--- config.mk ---
export PLATFORM = sky130hd
export DESIGN_NAME = mcg_mode_clk
export DESIGN_NICKNAME = d
export VERILOG_FILES = /design/src/rtl/mcg_pkg.sv /design/src/rtl/mcg_presc_if.sv /design/src/rtl/mcg_prescaler.sv /design/src/rtl/mcg_mode_clk.sv
export SDC_FILE = /design/constraint.sdc
export NUM_CORES = 1
export LEC_CHECK = 0
export ABC_AREA = 1
export BUFFER_PORTS_ARGS = -buffer_cell sky130_fd_sc_hd__buf_4
export CAP_MARGIN = 0
export CORE_MARGIN = 5
export CORE_UTILIZATION = 49
export CTS_CLUSTER_DIAMETER = 50
export DETAILED_ROUTE_END_ITERATION = 10
export PLACE_DENSITY = 0.76
export SYNTH_ARGS = -nofsm -noshare
export SYNTH_HDL_FRONTEND = slang
export SYNTH_SLANG_ARGS = --single-unit
--- constraint.sdc ---
create_clock -name sys_clk_i -period 3.2 [get_ports sys_clk_i]
set_input_delay 0.48 -clock sys_clk_i [delete_from_list [all_inputs] [get_ports sys_clk_i]]
set_output_delay 0.48 -clock sys_clk_i [all_outputs]
set_load 0.02 [all_outputs]
--- src/rtl/mcg_pkg.sv ---
// mode strap and clock generator constants, types and timing counts
// assumes a single 10 MHz system clock and a synchronous power-on reset
package mcg_pkg;

  // ==========================================================
  // timing
  localparam int unsigned MCG_CLK_PERIOD_NS = 100;
  // oscillator stabilisation wait, least time, rounds up
  localparam int unsigned MCG_STAB_TIME_NS  = 10000000;
  localparam int unsigned MCG_STAB_CYC_DFLT =
    (MCG_STAB_TIME_NS + MCG_CLK_PERIOD_NS - 1) / MCG_CLK_PERIOD_NS;
  localparam int unsigned MCG_STAB_W        = 20;
  // no external clock change for this long means halted, rounds down
  localparam int unsigned MCG_HALT_TIME_NS  = 2000;
  localparam int unsigned MCG_HALT_CYC      = MCG_HALT_TIME_NS / MCG_CLK_PERIOD_NS;
  localparam int unsigned MCG_HALT_W        = 8;

  // ==========================================================
  // widths
  localparam int unsigned MCG_PRESC_W = 13;  // taps phi/2 .. phi/8192
  localparam int unsigned MCG_TMR_N   = 6;   // high-current timer pins
  localparam int unsigned MCG_STRAP_W = 7;   // large pkg, flash var, wp, mode[3:0]

  // ==========================================================
  // strap field positions and codes
  localparam int unsigned MCG_SP_LARGE = 6;
  localparam int unsigned MCG_SP_FLASH = 5;
  localparam int unsigned MCG_SP_WP    = 4;
  localparam logic [1:0]  MCG_LO_MCU0  = 2'h0;
  localparam logic [1:0]  MCG_LO_MCU1  = 2'h1;
  localparam logic [1:0]  MCG_LO_MCU2  = 2'h2;
  localparam logic [3:0]  MCG_MD_PROM  = 4'hF;
  localparam logic [3:0]  MCG_MD_FPGM  = 4'hD;
  localparam logic [1:0]  MCG_CK_X1    = 2'h0;
  localparam logic [1:0]  MCG_CK_X2    = 2'h1;
  localparam logic [1:0]  MCG_CK_X4    = 2'h2;
  localparam logic [2:0]  MCG_MULT_X1   = 3'h1;
  localparam logic [2:0]  MCG_MULT_X2   = 3'h2;
  localparam logic [2:0]  MCG_MULT_X4   = 3'h4;
  localparam logic [2:0]  MCG_MULT_NONE = 3'h0;

  // ==========================================================
  // types
  typedef enum logic [1:0] {
    MCG_W8    = 2'h0,
    MCG_W16   = 2'h1,
    MCG_W32   = 2'h2,
    MCG_WNONE = 2'h3
  } mcg_width_t;

  typedef enum logic [2:0] {
    MCG_OP_MCU0   = 3'h0,
    MCG_OP_MCU1   = 3'h1,
    MCG_OP_MCU2   = 3'h2,
    MCG_OP_SINGLE = 3'h3,
    MCG_OP_PROM   = 3'h4,
    MCG_OP_FLASH  = 3'h5
  } mcg_op_t;

endpackage : mcg_pkg

--- src/rtl/mcg_presc_if.sv ---
// prescaler tap bundle between the clock block and its prescaler
// assumes both ends sit on sys_clk
`timescale 1ns/1ps
interface mcg_presc_if;
  import mcg_pkg::*;
  logic [MCG_PRESC_W-1:0] tick;  // bit k pulses once per 2^(k+1) cycles
  modport src (output tick);
  modport snk (input  tick);
endinterface : mcg_presc_if

--- src/rtl/mcg_prescaler.sv ---
// free-running prescaler: one-cycle enables at phi/2 .. phi/8192
// assumes sys_clk is phi and a synchronous active-high reset
`timescale 1ns/1ps
module mcg_prescaler
  import mcg_pkg::*;
(
  // clock and reset
  input  wire logic sys_clk_i,
  input  wire logic sys_rst_i,
  // taps
  mcg_presc_if.src  presc
);

  typedef struct packed {
    logic [MCG_PRESC_W-1:0] cnt;
    logic [MCG_PRESC_W-1:0] tick;
  } mcg_presc_st_t;

  mcg_presc_st_t s_r;
  mcg_presc_st_t s_nxt;

  // ==========================================================
  // tap decode
  function automatic logic f_tap(input logic [MCG_PRESC_W-1:0] c, input int k);
    logic [MCG_PRESC_W-1:0] m;
    m = MCG_PRESC_W'((32'h1 << (k + 1)) - 32'h1);
    return (c & m) == m;
  endfunction : f_tap

  // ==========================================================
  // counter and registered taps; all taps share one counter so they align
  always_comb begin
    s_nxt     = s_r;
    s_nxt.cnt = s_r.cnt + MCG_PRESC_W'(1);
    for (int k = 0; k < int'(MCG_PRESC_W); k++) begin
      s_nxt.tick[k] = f_tap(s_r.cnt, k);
    end
    if (sys_rst_i) begin
      s_nxt = '0;
    end
  end

  always_ff @(posedge sys_clk_i) begin
    s_r <= s_nxt;
  end

  assign presc.tick = s_r.tick;
endmodule : mcg_prescaler

--- src/rtl/mcg_mode_clk.sv ---
// mode strap decode, clock mode, oscillator halt detect and prescaler
// assumes straps and external clock arrive asynchronously; sys_clk is phi
`timescale 1ns/1ps
module mcg_mode_clk
  import mcg_pkg::*;
#(
  parameter int unsigned STAB_CYC = MCG_STAB_CYC_DFLT
)(
  // clock and reset
  input  wire logic                   sys_clk_i,
  input  wire logic                   sys_rst_i,
  // board straps
  input  wire logic [3:0]             mode_strap_pins_i,
  input  wire logic                   flash_write_protect_pin_i,
  input  wire logic                   pkg_large_i,
  input  wire logic                   flash_variant_i,
  // clock source and power state
  input  wire logic                   external_clock_input_i,
  input  wire logic                   standby_i,
  // bus controller width for cs0 in mode 2 and flash programming mode
  input  wire logic [1:0]             bus_control_register_two_i,
  // timer pins from the pin function controller
  input  wire logic [MCG_TMR_N-1:0]   tmr_out_i,
  input  wire logic [MCG_TMR_N-1:0]   tmr_oe_i,
  // decoded mode
  output logic [2:0]                  op_mode_o,
  output logic                        rom_enable_o,
  output logic                        cs0_external_o,
  output logic [1:0]                  cs0_width_o,
  output logic [2:0]                  pll_mult_o,
  // clock status
  output logic                        osc_stable_o,
  output logic                        clk_halt_o,
  output logic                        op_undefined_o,
  output logic [MCG_PRESC_W-1:0]      presc_tick_o,
  // timer pins to the pads
  output logic [MCG_TMR_N-1:0]        tmr_out_o,
  output logic [MCG_TMR_N-1:0]        tmr_oe_o
);

  localparam logic [MCG_STAB_W-1:0] STAB_LIM = MCG_STAB_W'(STAB_CYC - 1);
  localparam logic [MCG_HALT_W-1:0] HALT_LIM = MCG_HALT_W'(MCG_HALT_CYC);

  typedef struct packed {
    logic [MCG_STRAP_W-1:0] sp_s1;
    logic [MCG_STRAP_W-1:0] sp_s2;
    logic [MCG_STRAP_W-1:0] sp_s3;
    logic                   ex_s1;
    logic                   ex_s2;
    logic                   ex_s3;
    logic                   ex_acc;
    mcg_op_t                op;
    logic [2:0]             mult;
    logic                   rom_en;
    logic                   cs0_ext;
    mcg_width_t             cs0_fix;
    mcg_width_t             cs0_w;
    logic [MCG_HALT_W-1:0]  halt_cnt;
    logic                   halted;
    logic                   fault;
    logic [MCG_STAB_W-1:0]  stab_cnt;
    logic                   stable;
    logic                   stby_d;
    logic [MCG_TMR_N-1:0]   t_out;
    logic [MCG_TMR_N-1:0]   t_oe;
  } mcg_st_t;

  mcg_st_t s_r;
  mcg_st_t s_nxt;
  logic    ex_chg;

  // ==========================================================
  // decode helpers
  function automatic logic f_agree(input logic [MCG_STRAP_W-1:0] a,
                                   input logic [MCG_STRAP_W-1:0] b);
    return a == b;
  endfunction : f_agree

  function automatic mcg_op_t f_op(input logic [MCG_STRAP_W-1:0] sp);
    logic [3:0] md;
    md = sp[3:0];
    if (!sp[MCG_SP_WP]) begin
      return MCG_OP_FLASH;                       // on-board programming strap
    end
    if (md == MCG_MD_PROM) begin
      return MCG_OP_PROM;
    end
    if (sp[MCG_SP_FLASH] && md == MCG_MD_FPGM) begin
      return MCG_OP_FLASH;
    end
    case (md[1:0])
      MCG_LO_MCU0: return MCG_OP_MCU0;
      MCG_LO_MCU1: return MCG_OP_MCU1;
      MCG_LO_MCU2: return MCG_OP_MCU2;
      default:     return MCG_OP_SINGLE;
    endcase
  endfunction : f_op

  function automatic logic [2:0] f_mult(input mcg_op_t op, input logic [1:0] ck);
    if (op == MCG_OP_PROM || op == MCG_OP_FLASH) begin
      return MCG_MULT_NONE;
    end
    case (ck)
      MCG_CK_X1: return MCG_MULT_X1;
      MCG_CK_X2: return MCG_MULT_X2;
      MCG_CK_X4: return MCG_MULT_X4;
      default:   return MCG_MULT_NONE;           // reserved code
    endcase
  endfunction : f_mult

  // ==========================================================
  // prescaler
  mcg_presc_if presc ();

  mcg_prescaler u_presc (
    .sys_clk_i (sys_clk_i),
    .sys_rst_i (sys_rst_i),
    .presc     (presc.src)
  );

  assign presc_tick_o = presc.tick;

  // ==========================================================
  // next state
  // only stage 2 and 3 of each synchroniser are compared
  assign ex_chg = (s_r.ex_s2 == s_r.ex_s3) && (s_r.ex_s3 != s_r.ex_acc);

  always_comb begin
    s_nxt = s_r;
    // synchronisers always run, also in reset, so straps settle for the latch
    s_nxt.sp_s1 = {pkg_large_i, flash_variant_i, flash_write_protect_pin_i,
                   mode_strap_pins_i};
    s_nxt.sp_s2 = s_r.sp_s1;
    s_nxt.sp_s3 = s_r.sp_s2;
    s_nxt.ex_s1 = external_clock_input_i;
    s_nxt.ex_s2 = s_r.ex_s1;
    s_nxt.ex_s3 = s_r.ex_s2;
    if (ex_chg) begin
      s_nxt.ex_acc = s_r.ex_s3;
    end
    s_nxt.stby_d = standby_i;

    // halt detector: sys_clk acts as the timebase for the edge timeout
    if (ex_chg || standby_i) begin
      s_nxt.halt_cnt = '0;
    end else if (s_r.halt_cnt != HALT_LIM) begin
      s_nxt.halt_cnt = s_r.halt_cnt + MCG_HALT_W'(1);
    end
    s_nxt.halted = (s_nxt.halt_cnt == HALT_LIM);
    // a stop outside standby is never recovered from without reset
    if (s_r.halted && !standby_i) begin
      s_nxt.fault = 1'b1;
    end

    // stabilisation wait after standby
    if (standby_i || (s_r.stby_d && !standby_i)) begin
      s_nxt.stable   = 1'b0;
      s_nxt.stab_cnt = '0;
    end else if (!s_r.stable) begin
      if (s_r.stab_cnt == STAB_LIM) begin
        s_nxt.stable = 1'b1;
      end else begin
        s_nxt.stab_cnt = s_r.stab_cnt + MCG_STAB_W'(1);
      end
    end

    // cs0 width: fixed by straps, or by the bus controller in mode 2 and flash programming mode
    if (s_r.op == MCG_OP_MCU2 || s_r.op == MCG_OP_FLASH) begin
      s_nxt.cs0_w = mcg_width_t'(bus_control_register_two_i);
    end else begin
      s_nxt.cs0_w = s_r.cs0_fix;
    end

    // timer pad override beats the pin function controller
    s_nxt.t_out = tmr_out_i;
    if (s_r.halted || s_r.fault || standby_i) begin
      s_nxt.t_oe = '0;
    end else begin
      s_nxt.t_oe = tmr_oe_i;
    end

    // power-on reset: clear control, relatch straps once they settle
    if (sys_rst_i) begin
      s_nxt.halt_cnt = '0;
      s_nxt.halted   = 1'b0;
      s_nxt.fault    = 1'b0;
      s_nxt.stab_cnt = '0;
      s_nxt.stable   = 1'b0;
      s_nxt.t_oe     = '0;
      s_nxt.t_out    = '0;
      s_nxt.ex_acc   = 1'b0;
      s_nxt.cs0_w    = MCG_WNONE;
      // any strap, bit1 included, may move while reset is held
      if (f_agree(s_r.sp_s2, s_r.sp_s3)) begin
        s_nxt.op      = f_op(s_r.sp_s3);
        s_nxt.mult    = f_mult(f_op(s_r.sp_s3), s_r.sp_s3[3:2]);
        s_nxt.rom_en  = !(f_op(s_r.sp_s3) inside {MCG_OP_MCU0, MCG_OP_MCU1});
        s_nxt.cs0_ext = f_op(s_r.sp_s3) inside
                        {MCG_OP_MCU0, MCG_OP_MCU1, MCG_OP_MCU2, MCG_OP_FLASH};
        case (f_op(s_r.sp_s3))
          MCG_OP_MCU0: s_nxt.cs0_fix = s_r.sp_s3[MCG_SP_LARGE] ? MCG_W16 : MCG_W8;
          MCG_OP_MCU1: s_nxt.cs0_fix = s_r.sp_s3[MCG_SP_LARGE] ? MCG_W32 : MCG_W16;
          default:     s_nxt.cs0_fix = MCG_WNONE;
        endcase
      end
    end
  end

  // the straps are never looked at again after reset
  always_ff @(posedge sys_clk_i) begin
    s_r <= s_nxt;
  end

  // ==========================================================
  // outputs
  assign op_mode_o      = s_r.op;
  assign rom_enable_o   = s_r.rom_en;
  assign cs0_external_o = s_r.cs0_ext;
  assign cs0_width_o    = s_r.cs0_w;
  assign pll_mult_o     = s_r.mult;
  assign osc_stable_o   = s_r.stable;
  assign clk_halt_o     = s_r.halted;
  assign op_undefined_o = s_r.fault;
  assign tmr_out_o      = s_r.t_out;
  assign tmr_oe_o       = s_r.t_oe;
endmodule : mcg_mode_clk

---- Yosys cells after proc, flatten, opt, wreduce, memory -nomap -nowiden ----
Index checks and enable logic that the tools add are counted.
word-level totals
  word-level logic and storage cells ...... 114
  output and inout port bits .............. 38
  input bits .............................. 25
  register bits ........................... 107
operators by class
  $add $sub $neg .......................... 3
  equality and inequality tests ........... 30
  bitwise operators ....................... 2
  reductions and logical operators ........ 21
  muxes and demuxes ....................... 35
operators by type and width
  operator                                         number
  2-to-1 mux 3 bit                                 10
  adder 20 x 1 -> 20 bit, second input constant    1
  == test 20 x 17 -> 1 bit, second input constant  1
  2-to-1 mux 1 bit                                 18
  2-to-1 mux 8 bit                                 2
  adder 13 x 1 -> 13 bit, second input constant    1
  == test 13 bit, second input constant            1
  == test 12 bit, second input constant            1
  == test 3 bit, second input constant             4
  == test 4 bit, second input constant             3
  == test 11 bit, second input constant            1
  == test 10 bit, second input constant            1
  == test 9 bit, second input constant             1
  one-hot mux 3 bit (3 select lines)               1
  adder 8 x 1 -> 8 bit, second input constant      1
  == test 8 x 5 -> 1 bit, second input constant    1
  == test 8 bit, second input constant             1
  != test 8 x 5 -> 1 bit, second input constant    1
  == test 7 bit                                    1
  == test 7 bit, second input constant             1
  == test 2 bit, second input constant             3
  == test 3 x 2 -> 1 bit, second input constant    2
  == test 6 bit, second input constant             1
  logical OR 1 bit                                 6
  17 further kinds                                 27

---- Logic depth before layout (Yosys ltp) ----
Gate-level depths: netlist of run 1.
  word-level depth ........................ 21
  depth in mapped cells ................... 10
  gate-level depth less buffers ........... 10

---- Hierarchy ----
From an unflattened synthesis of run 1, not the netlist that was laid out.
second synthesis, totals
  cell total of the unflattened synthesis .. 577
  area, all modules ....................... 4,530.6 sq um
by module, submodules not included
  module         instances  cells an instance  area each (sq um)  seq. area each (sq um)
  mcg_mode_clk   1          442                3,474.6            1,721.7
  mcg_prescaler  1          135                1,056.0            520.5

---- Worst setup path after synthesis of run 1 ----
No wires, ideal clock.
  path kind ............................... input -> register
  from .................................... in sys_rst_i
  to ...................................... reg s_r, in the netlist cs0_external_o (enable)
  setup time .............................. 0.404 ns
  stages on the path ...................... 5
  arrival time ............................ 1.967 ns
  required time ........................... 2.796 ns
  path buffers ............................ 1
  slack ................................... 0.829 ns
  path through ............................ inv_1 > clkbuf_1 > nor2_1 > o211ai_1 > nor4_1
on the way
  word-level cells in the longest chain between the ends .. 1
RTL lines
  element                               line                 text
  start: declaration                    mcg_mode_clk.sv:11   input wire logic sys_rst_i,
  AND reduction 2 bit (no source line)  --
  end signal: assignment                mcg_mode_clk.sv:211  s_r <= s_nxt;
  end: declaration                      mcg_mode_clk.sv:68   mcg_st_t s_r;
No other way between the ends.
A chain may end at the register's enable or synchronous reset.

---- Final worst setup path of run 1 ----
  from .................................... reg s_r[14] (netlist name)
  to ...................................... reg s_r[21] (netlist name)
on the way
  word-level cells in the longest chain between the ends .. 3
  elaborated cells on any way between the ends .. 4
  classes of those cells .................. add/sub (1); eq/ne (1); bitwise (1); reduce/logical (1)
RTL lines
  element
  parallel branches: the longest is 3 deep, another holds adder 20 x 1 -> 20 bit
Several ways; the timed one is not identified.

==> results of run 1 <==
## worst min path at each step
stage,to,startpoint,slack [ns],cells past startpoint
2_1_floorplan,s_nxt[57]$_DFF_P_,s_nxt[58]$_DFF_P_,0.31,0
3_3_place_gp,s_nxt[62]$_DFF_P_,s_nxt[69]$_DFF_P_,0.31,0
3_5_place_dp,s_nxt[64]$_DFF_P_,s_nxt[71]$_DFF_P_,0.31,0
4_1_cts,s_nxt[73]$_DFF_P_,pkg_large_i,0.18,1
5_1_grt,s_nxt[69]$_DFF_P_,mode_strap_pins_i[2],0.18,1
6_report,s_nxt[73]$_DFF_P_,pkg_large_i,0.20,1
## final cells by class
| type | instances | area (sq um) | area share, % |
|---|---|---|---|
| tap | 108 | 135 | 2.73 |
| multi-input combinational | 315 | 1570 | 31.8 |
| clock buffer | 9 | 124 | 2.50 |
| timing repair buffer | 63 | 473 | 9.55 |
| inverter | 83 | 312 | 6.29 |
| clock inverter | 7 | 93.8 | 1.89 |
| sequential | 107 | 2240 | 45.3 |
## Yosys cell counts (4+ instances only)
cell type	count
edfxtp_1	10
nor3_1	5
nor2_1	84
xor2_1	11
xnor2_1	7
a21oi_1	8
nand3_1	31
nor2_2	7
inv_1	79
dfxtp_1	97
nand2_2	4
clkbuf_1	4
nand2_1	103
nand4_1	8
buf_4	33
a21oi_2	10
o21ai_0	15
ha_1	7
## state kept, by name, indices dropped and copies added, names as in the netlist
signal and count:
tmr_oe_o 6, cs0_external_o 1, op_mode_o 3, s_nxt 16
u_presc.presc.tick 13, osc_stable_o 1, pll_mult_o 3, u_presc.s_r 13
rom_enable_o 1, s_r 40, clk_halt_o 1, tmr_out_o 6
op_undefined_o 1, cs0_width_o 2
## power by group
part	total (W)	switching [W]	leakage (nW)	internal, W
sequential	0.00140	0.0000184	0.887	0.00138
clock	0.000833	0.000515	0.107	0.000319
combinational	0.000114	0.0000629	1.18	0.0000510
total	0.00235	0.000596	2.17	0.00175
## per-layer routing
| layer | wire, microns | track usage (%) | vias to the layer above |
|---|---|---|---|
| li1 | - | - | 1720 |
| met1 | 3340 | 17.0 | 1471 |
| met2 | 3630 | 25.4 | 72 |
| met3 | 325 | 2.96 | 12 |
| met4 | 138 | 5.94 | 0 |
| met5 | 0 | 0 | - |
## logic make-up after synthesis
family	after synthesis	share of synthesized area (%)
buf+inv	124	13.9
compound gates	38	5.31
flops	107	50.6
simple gates	252	24.7
xor+xnor	18	3.56
fa+ha+maj	7	1.98
## through the flow
stage          instances  utilization, %  total power, W
6_report             692            56.5         0.00235
5_1_grt              692            56.5         0.00246
4_1_cts              692            56.5         0.00238
3_5_place_dp         676            54.0         0.00155
3_3_place_gp         676            54.0         0.00154
2_1_floorplan        546               -         0.00151
## worst max-delay path, delay by kind of cell (launching register included)
| family | cells | cell delay (ns) |
|---|---|---|
| buffers and inverters | 1 | 0.17 |
| AOI/OAI and AO/OA | 1 | 0.05 |
| DFF | 1 | 0.40 |
| adders and majority gates | 1 | 0.24 |
| and+or+nand+nor | 5 | 0.76 |
==> results_dict.tcl, run 1 <==
set metrics [dict create \
    powerDensity_nw_per_um2 474 \
    grt_max_degree 31 \
    grt_first_pass_wirelength_mm 13.5 \
    portBuffers 62 \
    power_leakage_nw 2.17 \
    post-route-cell-area_sq_um 4950 \
    die_y_microns 105 \
    wl_mm 7.43 \
    synthToLayoutAreaGrowth_pct 11.8 \
    rsz0062_at_grt "false" \
    timing.rr.start "s_r[14]$_SDFFE_PP0P_" \
    finalCritPeriodShare_pct 55.6 \
    tightest_slew_ns 0.663 \
    peakVddDrop_uv 254 \
    slew_viol_final 0 \
    postRouteAntennaNets 0 \
    htreeDepth 3 \
    rr_worst_depth 8 \
    worstSetupEndpoint "s_r[21]$_SDFFE_PP0P_" \
    ys_seq_elements 107 \
    hold_class "in2reg" \
    tritoncts "built" \
    slew-limit-headroom_pct 55.7 \
    clockRootBuffer "clkbuf_8" \
    syn-num-nets 578 \
    rrSetupSlack_ns 1.42 \
    tns_ns 0 \
    gp_congestion 0.915 \
    place_ws_ns 1.13 \
    end_kind "register" \
    cts_setup_buffers 0 \
    slowest_stage "dfxtp_1" \
    synth-seq-area-share_pct 50.6 \
    die_x_microns 105 \
    cp_slowest_stage_delay_ns 0.40 \
    clock.fmax_mhz 562 \
    fillers 784 \
    dp_hpwl_mm 5.56 \
    crit_required_ns 3.43 \
    cap_violations 0 \
    ctsHoldBuffers 0 \
    insertion_delay_ns 0.37 \
    dieArea_sq_um 11000 \
    synth_top_area_share_pct 43.8 \
    holdWs_ns 0.199 \
    clk_pin_slew_worst_paths_ns 0.12 \
    grt_pass1_vias 3188 \
    grt_overflow_total 0 \
    crit_type "reg2reg" \
    antenna-diode-count 0 \
    synth_edf_count 10 \
    crit_fanout 17 \
    start_util_pct 50.5 \
    final_common_cell "nand2_1" \
    grt_antenna_before_repair 0 \
    synthesis.area_sq_um 4430 \
    status "complete, no violations" \
    fin_ws_ns 1.42 \
    hold_violations 0 \
    synthArstFlopShare_pct 0 \
    cts.sinks 107 \
    fin_worst_skew_ns 0.0113 \
    drt_iter0_drc 105 \
    critPathLaunch "s_r[14]$_SDFFE_PP0P_" \
    routed_via_density 4.73 \
    synth_area_leaders "dfxtp_1, nand2_1, nor2_1" \
    synth_area_leader_cell "dfxtp_1" \
    firstDrtPassIters 4 \
    path_cells "ha_1, nand3_2, nor2_2, nand3_4, nand2_4, inv_2, nand2_1, a21oi_2" \
    start_kind "register" \
    setup_violations 0 \
    vias 3275 \
    synth_cells 546 \
    placed_area_sq_um 4730 \
    cts_resized 0 \
    track_usage_pct 14.4 \
    ys_warn_count 0 \
    syn_avg_cell_area_sq_um 8.11 \
    cts_buffers 9 \
    drc 0 \
    r2r-end "s_r[21]$_SDFFE_PP0P_" \
    ys.flop_type "dfxtp_1" \
    coreArea_sq_um 8760 \
    layout_common_cells "nand2_1, dfxtp_1, nor2_1" \
    cp.arrival_ns 2.01 \
    rows 34 \
    post_drt_wl_per_cell_microns 10.7 \
    drive_gt1_share_pct 18.5 \
    clockBufferDepth 2 \
    final_nets 611 \
    min_period_ns 1.78 \
    synth_cell_types 36 \
    ios 63 \
]
Power figures use the tool's default switching activity.
==> run 2: changes to the inputs <==
--- a/config.mk
+++ b/config.mk
@@ -5,14 +5,14 @@
 export SDC_FILE = /design/constraint.sdc
 export NUM_CORES = 1
 export LEC_CHECK = 0
-export ABC_AREA = 1
+export ABC_AREA = 0
 export BUFFER_PORTS_ARGS = -buffer_cell sky130_fd_sc_hd__buf_4
 export CAP_MARGIN = 0
 export CORE_MARGIN = 5
 export CORE_UTILIZATION = 49
 export CTS_CLUSTER_DIAMETER = 50
 export DETAILED_ROUTE_END_ITERATION = 10
-export PLACE_DENSITY = 0.76
+export PLACE_DENSITY = 0.79
 export SYNTH_ARGS = -nofsm -noshare
 export SYNTH_HDL_FRONTEND = slang
 export SYNTH_SLANG_ARGS = --single-unit
==> constraint.sdc (replaced) <==
create_clock -name sys_clk_i -period 1.5 [get_ports sys_clk_i]
set_input_delay 0.225 -clock sys_clk_i [delete_from_list [all_inputs] [get_ports sys_clk_i]]
set_output_delay 0.225 -clock sys_clk_i [all_outputs]
set_load 0.02 [all_outputs]
==> run 2 against run 1 <==
The run now ends with setup timing left. Flip-flop and latch count unchanged. Design area up 8.1%. Critical endpoint is now s_r[29]$_SDFFE_PP0P_. Sequential share of layout area down 2.9 points.
==> results_dict.tcl, run 2 <==
set metrics [dict create \
    dieArea_sq_um 10600 \
    htreeDepth 3 \
    ys_warn_count 0 \
    fin_ws_ns -0.237 \
    wl_met1_mm 3.54 \
    cap_violations 0 \
    synthToLayoutAreaGrowth_pct 26.7 \
    placed_cells 583 \
    drive_gt1_share_pct 33.1 \
    ys.flop_type "dfxtp_1" \
    hold_class "in2reg" \
    synthArstFlopShare_pct 0 \
    ios 63 \
    slew_viol_final 0 \
    top_layer "met4" \
    synth_common_cells "dfxtp_1, buf_4, nor2_1" \
    syn_avg_cell_area_sq_um 9.99 \
    final_common_cell "buf_4" \
    wl_mm 8.55 \
    clockBufferDepth 2 \
    coreArea_sq_um 8300 \
    syn-num-nets 455 \
    cts_buffers 9 \
    crit_required_ns 1.80 \
    grt_pass1_vias 3102 \
    path_cells "nand3b_4, or4_4, buf_6, or3_4, a21oi_2" \
    synthesis.area_sq_um 4220 \
    final_core_util_pct 64.5 \
    synth_area_leaders "dfxtp_1, edfxtp_1, buf_4" \
    rr_worst_depth 5 \
    grt_max_degree 19 \
    grt_overflow_total 0 \
    drt_iter0_drc 73 \
    ys_seq_elements 107 \
    fin_worst_skew_ns 0.0113 \
    start_kind "register" \
    final_cells 616 \
    end_kind "register" \
    r2r-end "s_r[29]$_SDFFE_PP0P_" \
    track_usage_pct 16.6 \
    synth_top_area_share_pct 46.0 \
    synth-seq-area-share_pct 53.1 \
    largest_reg_flops 40 \
    dp_hpwl_mm 6.06 \
    slowest_stage "or4_4" \
    layout_common_cells "buf_4, dfxtp_1, nor2_1" \
    post_drt_wl_per_cell_microns 13.9 \
    synth_cell_types 45 \
    route.met3.wl_microns 441 \
    violations "setup timing" \
    antenna-diode-count 0 \
    critPathLaunch "osc_stable_o$_SDFF_PP0_" \
    die_x_microns 103 \
    crit_type "reg2reg" \
    timing.rr.start "osc_stable_o$_SDFF_PP0_" \
    clock.fmax_mhz 576 \
    dr_wl_met2_mm 4.42 \
    cp.arrival_ns 2.03 \
    drc 0 \
    status "finished, violations left" \
    synth_edf_count 10 \
    insertion_delay_ns 0.37 \
    crit_fanout 6 \
    min_period_ns 1.74 \
    power_leakage_nw 2.18 \
    cts.sinks 107 \
    postRouteAntennaNets 0 \
    rsz0062_at_grt "true" \
    vias 3167 \
    final_nets 538 \
    synth_cells 423 \
    cp_slowest_stage_delay_ns 0.56 \
    tns_ns -1.83 \
    gp_congestion 0.865 \
    powerDensity_nw_per_um2 912 \
    finalCritPeriodShare_pct 116 \
    slew-limit-headroom_pct 78.2 \
    firstDrtPassIters 4 \
    synth_area_leader_cell "dfxtp_1" \
    clockRootBuffer "clkbuf_8" \
    rrSetupSlack_ns -0.24 \
    worstSetupEndpoint "s_r[29]$_SDFFE_PP0P_" \
    grt_antenna_before_repair 0 \
    synth.most_common_cell "dfxtp_1" \
    hold_violations 0 \
    die_y_microns 103 \
    largest_register "s_r" \
    peakVddDrop_uv 434 \
    tritoncts "built" \
    setup_violations 12 \
    portBuffers 62 \
    routed_via_density 5.14 \
    start_util_pct 50.9 \
    rows 33 \
    grt_first_pass_wirelength_mm 13.8 \
    tightest_slew_ns 0.324 \
    clk_pin_slew_worst_paths_ns 0.10 \
]
-- run 2: cell types whose count changed after synthesis, moves of 8 or more --
| cell | delta |
|---|---|
| a21oi_2 | -10 |
| and2_1 | +8 |
| clkbuf_1 | +9 |
| inv_1 | -72 |
| nand2_1 | -73 |
| nand2b_1 | +8 |
| nand3_1 | -15 |
| nor2_1 | -52 |
| nor2b_1 | +18 |
| nor4_1 | +8 |
| xnor2_1 | +11 |
-- run 2: where the power goes --
part	switching, W	internal, W	leakage [nW]
combinational	0.000131	0.000154	1.20
clock	0.000979	0.000622	0.0848
sequential	0.0000460	0.00295	0.894
-- run 2: area by class of cell --
| type | instances | area, sq um |
|---|---|---|
| Inverter | 7 | 26.3 |
| Sequential cell | 107 | 2270 |
| Tap cell | 105 | 131 |
| Clock buffer | 10 | 128 |
| Multi-Input combinational cell | 262 | 1830 |
| Timing Repair Buffer | 119 | 925 |
| Clock inverter | 6 | 48.8 |
| Fill cell | 671 | 2950 |
-- run 2: worst max-delay path, delay by kind of cell (launching register included) --
kind | cells | cell delay, ns
simple gates | 3 | 1.04
flops | 1 | 0.35
buf+inv | 1 | 0.15
compound gates | 1 | 0.13
-- run 2: logic make-up after synthesis --
logic type,Yosys count,share of synthesized area [%]
compound gates,41,5.92
xor+xnor,28,5.81
fa+ha+maj,7,2.07
buf+inv,54,7.76
flops,107,53.1
mux,7,1.66
simple gates,179,23.7
-- run 2: worst min path at each step --
stage	from	end	slack (ns)	cells past startpoint
2_1_floorplan	external_clock_input_i	s_nxt[58]$_DFF_P_	0.25	0
3_5_place_dp	s_nxt[73]$_DFF_P_	s_nxt[66]$_DFF_P_	0.31	0
6_report	standby_i	s_r[12]$_DFF_P_	0.03	1
5_1_grt	standby_i	s_r[12]$_DFF_P_	0.02	1
3_3_place_gp	s_nxt[68]$_DFF_P_	s_nxt[61]$_DFF_P_	0.31	0
4_1_cts	standby_i	s_r[12]$_DFF_P_	0.02	1
-- run 2: what timing repair did --
action | CTS | global route
setup endpoints to repair | 18 | 21
resized for setup | 19 | 22
endpoints found under the hold margin | 8 | 0
hold buffers | 8 | 0
setup buffers | 7 | 4
pin swaps | 9 | 10
-- run 2: layer usage --
metal | up-vias | track usage (%)
met5 | - | 0
met4 | 0 | 6.67
met3 | 15 | 3.52
met2 | 74 | 29.6
met1 | 1495 | 19.4
li1 | 1583 | -
-- run 2: through the flow --
step | total power, W | cell area, sq um | hold slack (ns) | worst slack (ns)
finish | 0.00488 | 5350 | 0.0309 | -0.237
floorplan | 0.00321 | 4290 | 0.253 | -0.347
CTS | 0.00493 | 5250 | 0.0209 | -0.202
global route | 0.00508 | 5350 | 0.0201 | -0.255
global placement | 0.00331 | 4860 | 0.311 | -0.128
detailed placement | 0.00332 | 4860 | 0.312 | -0.192
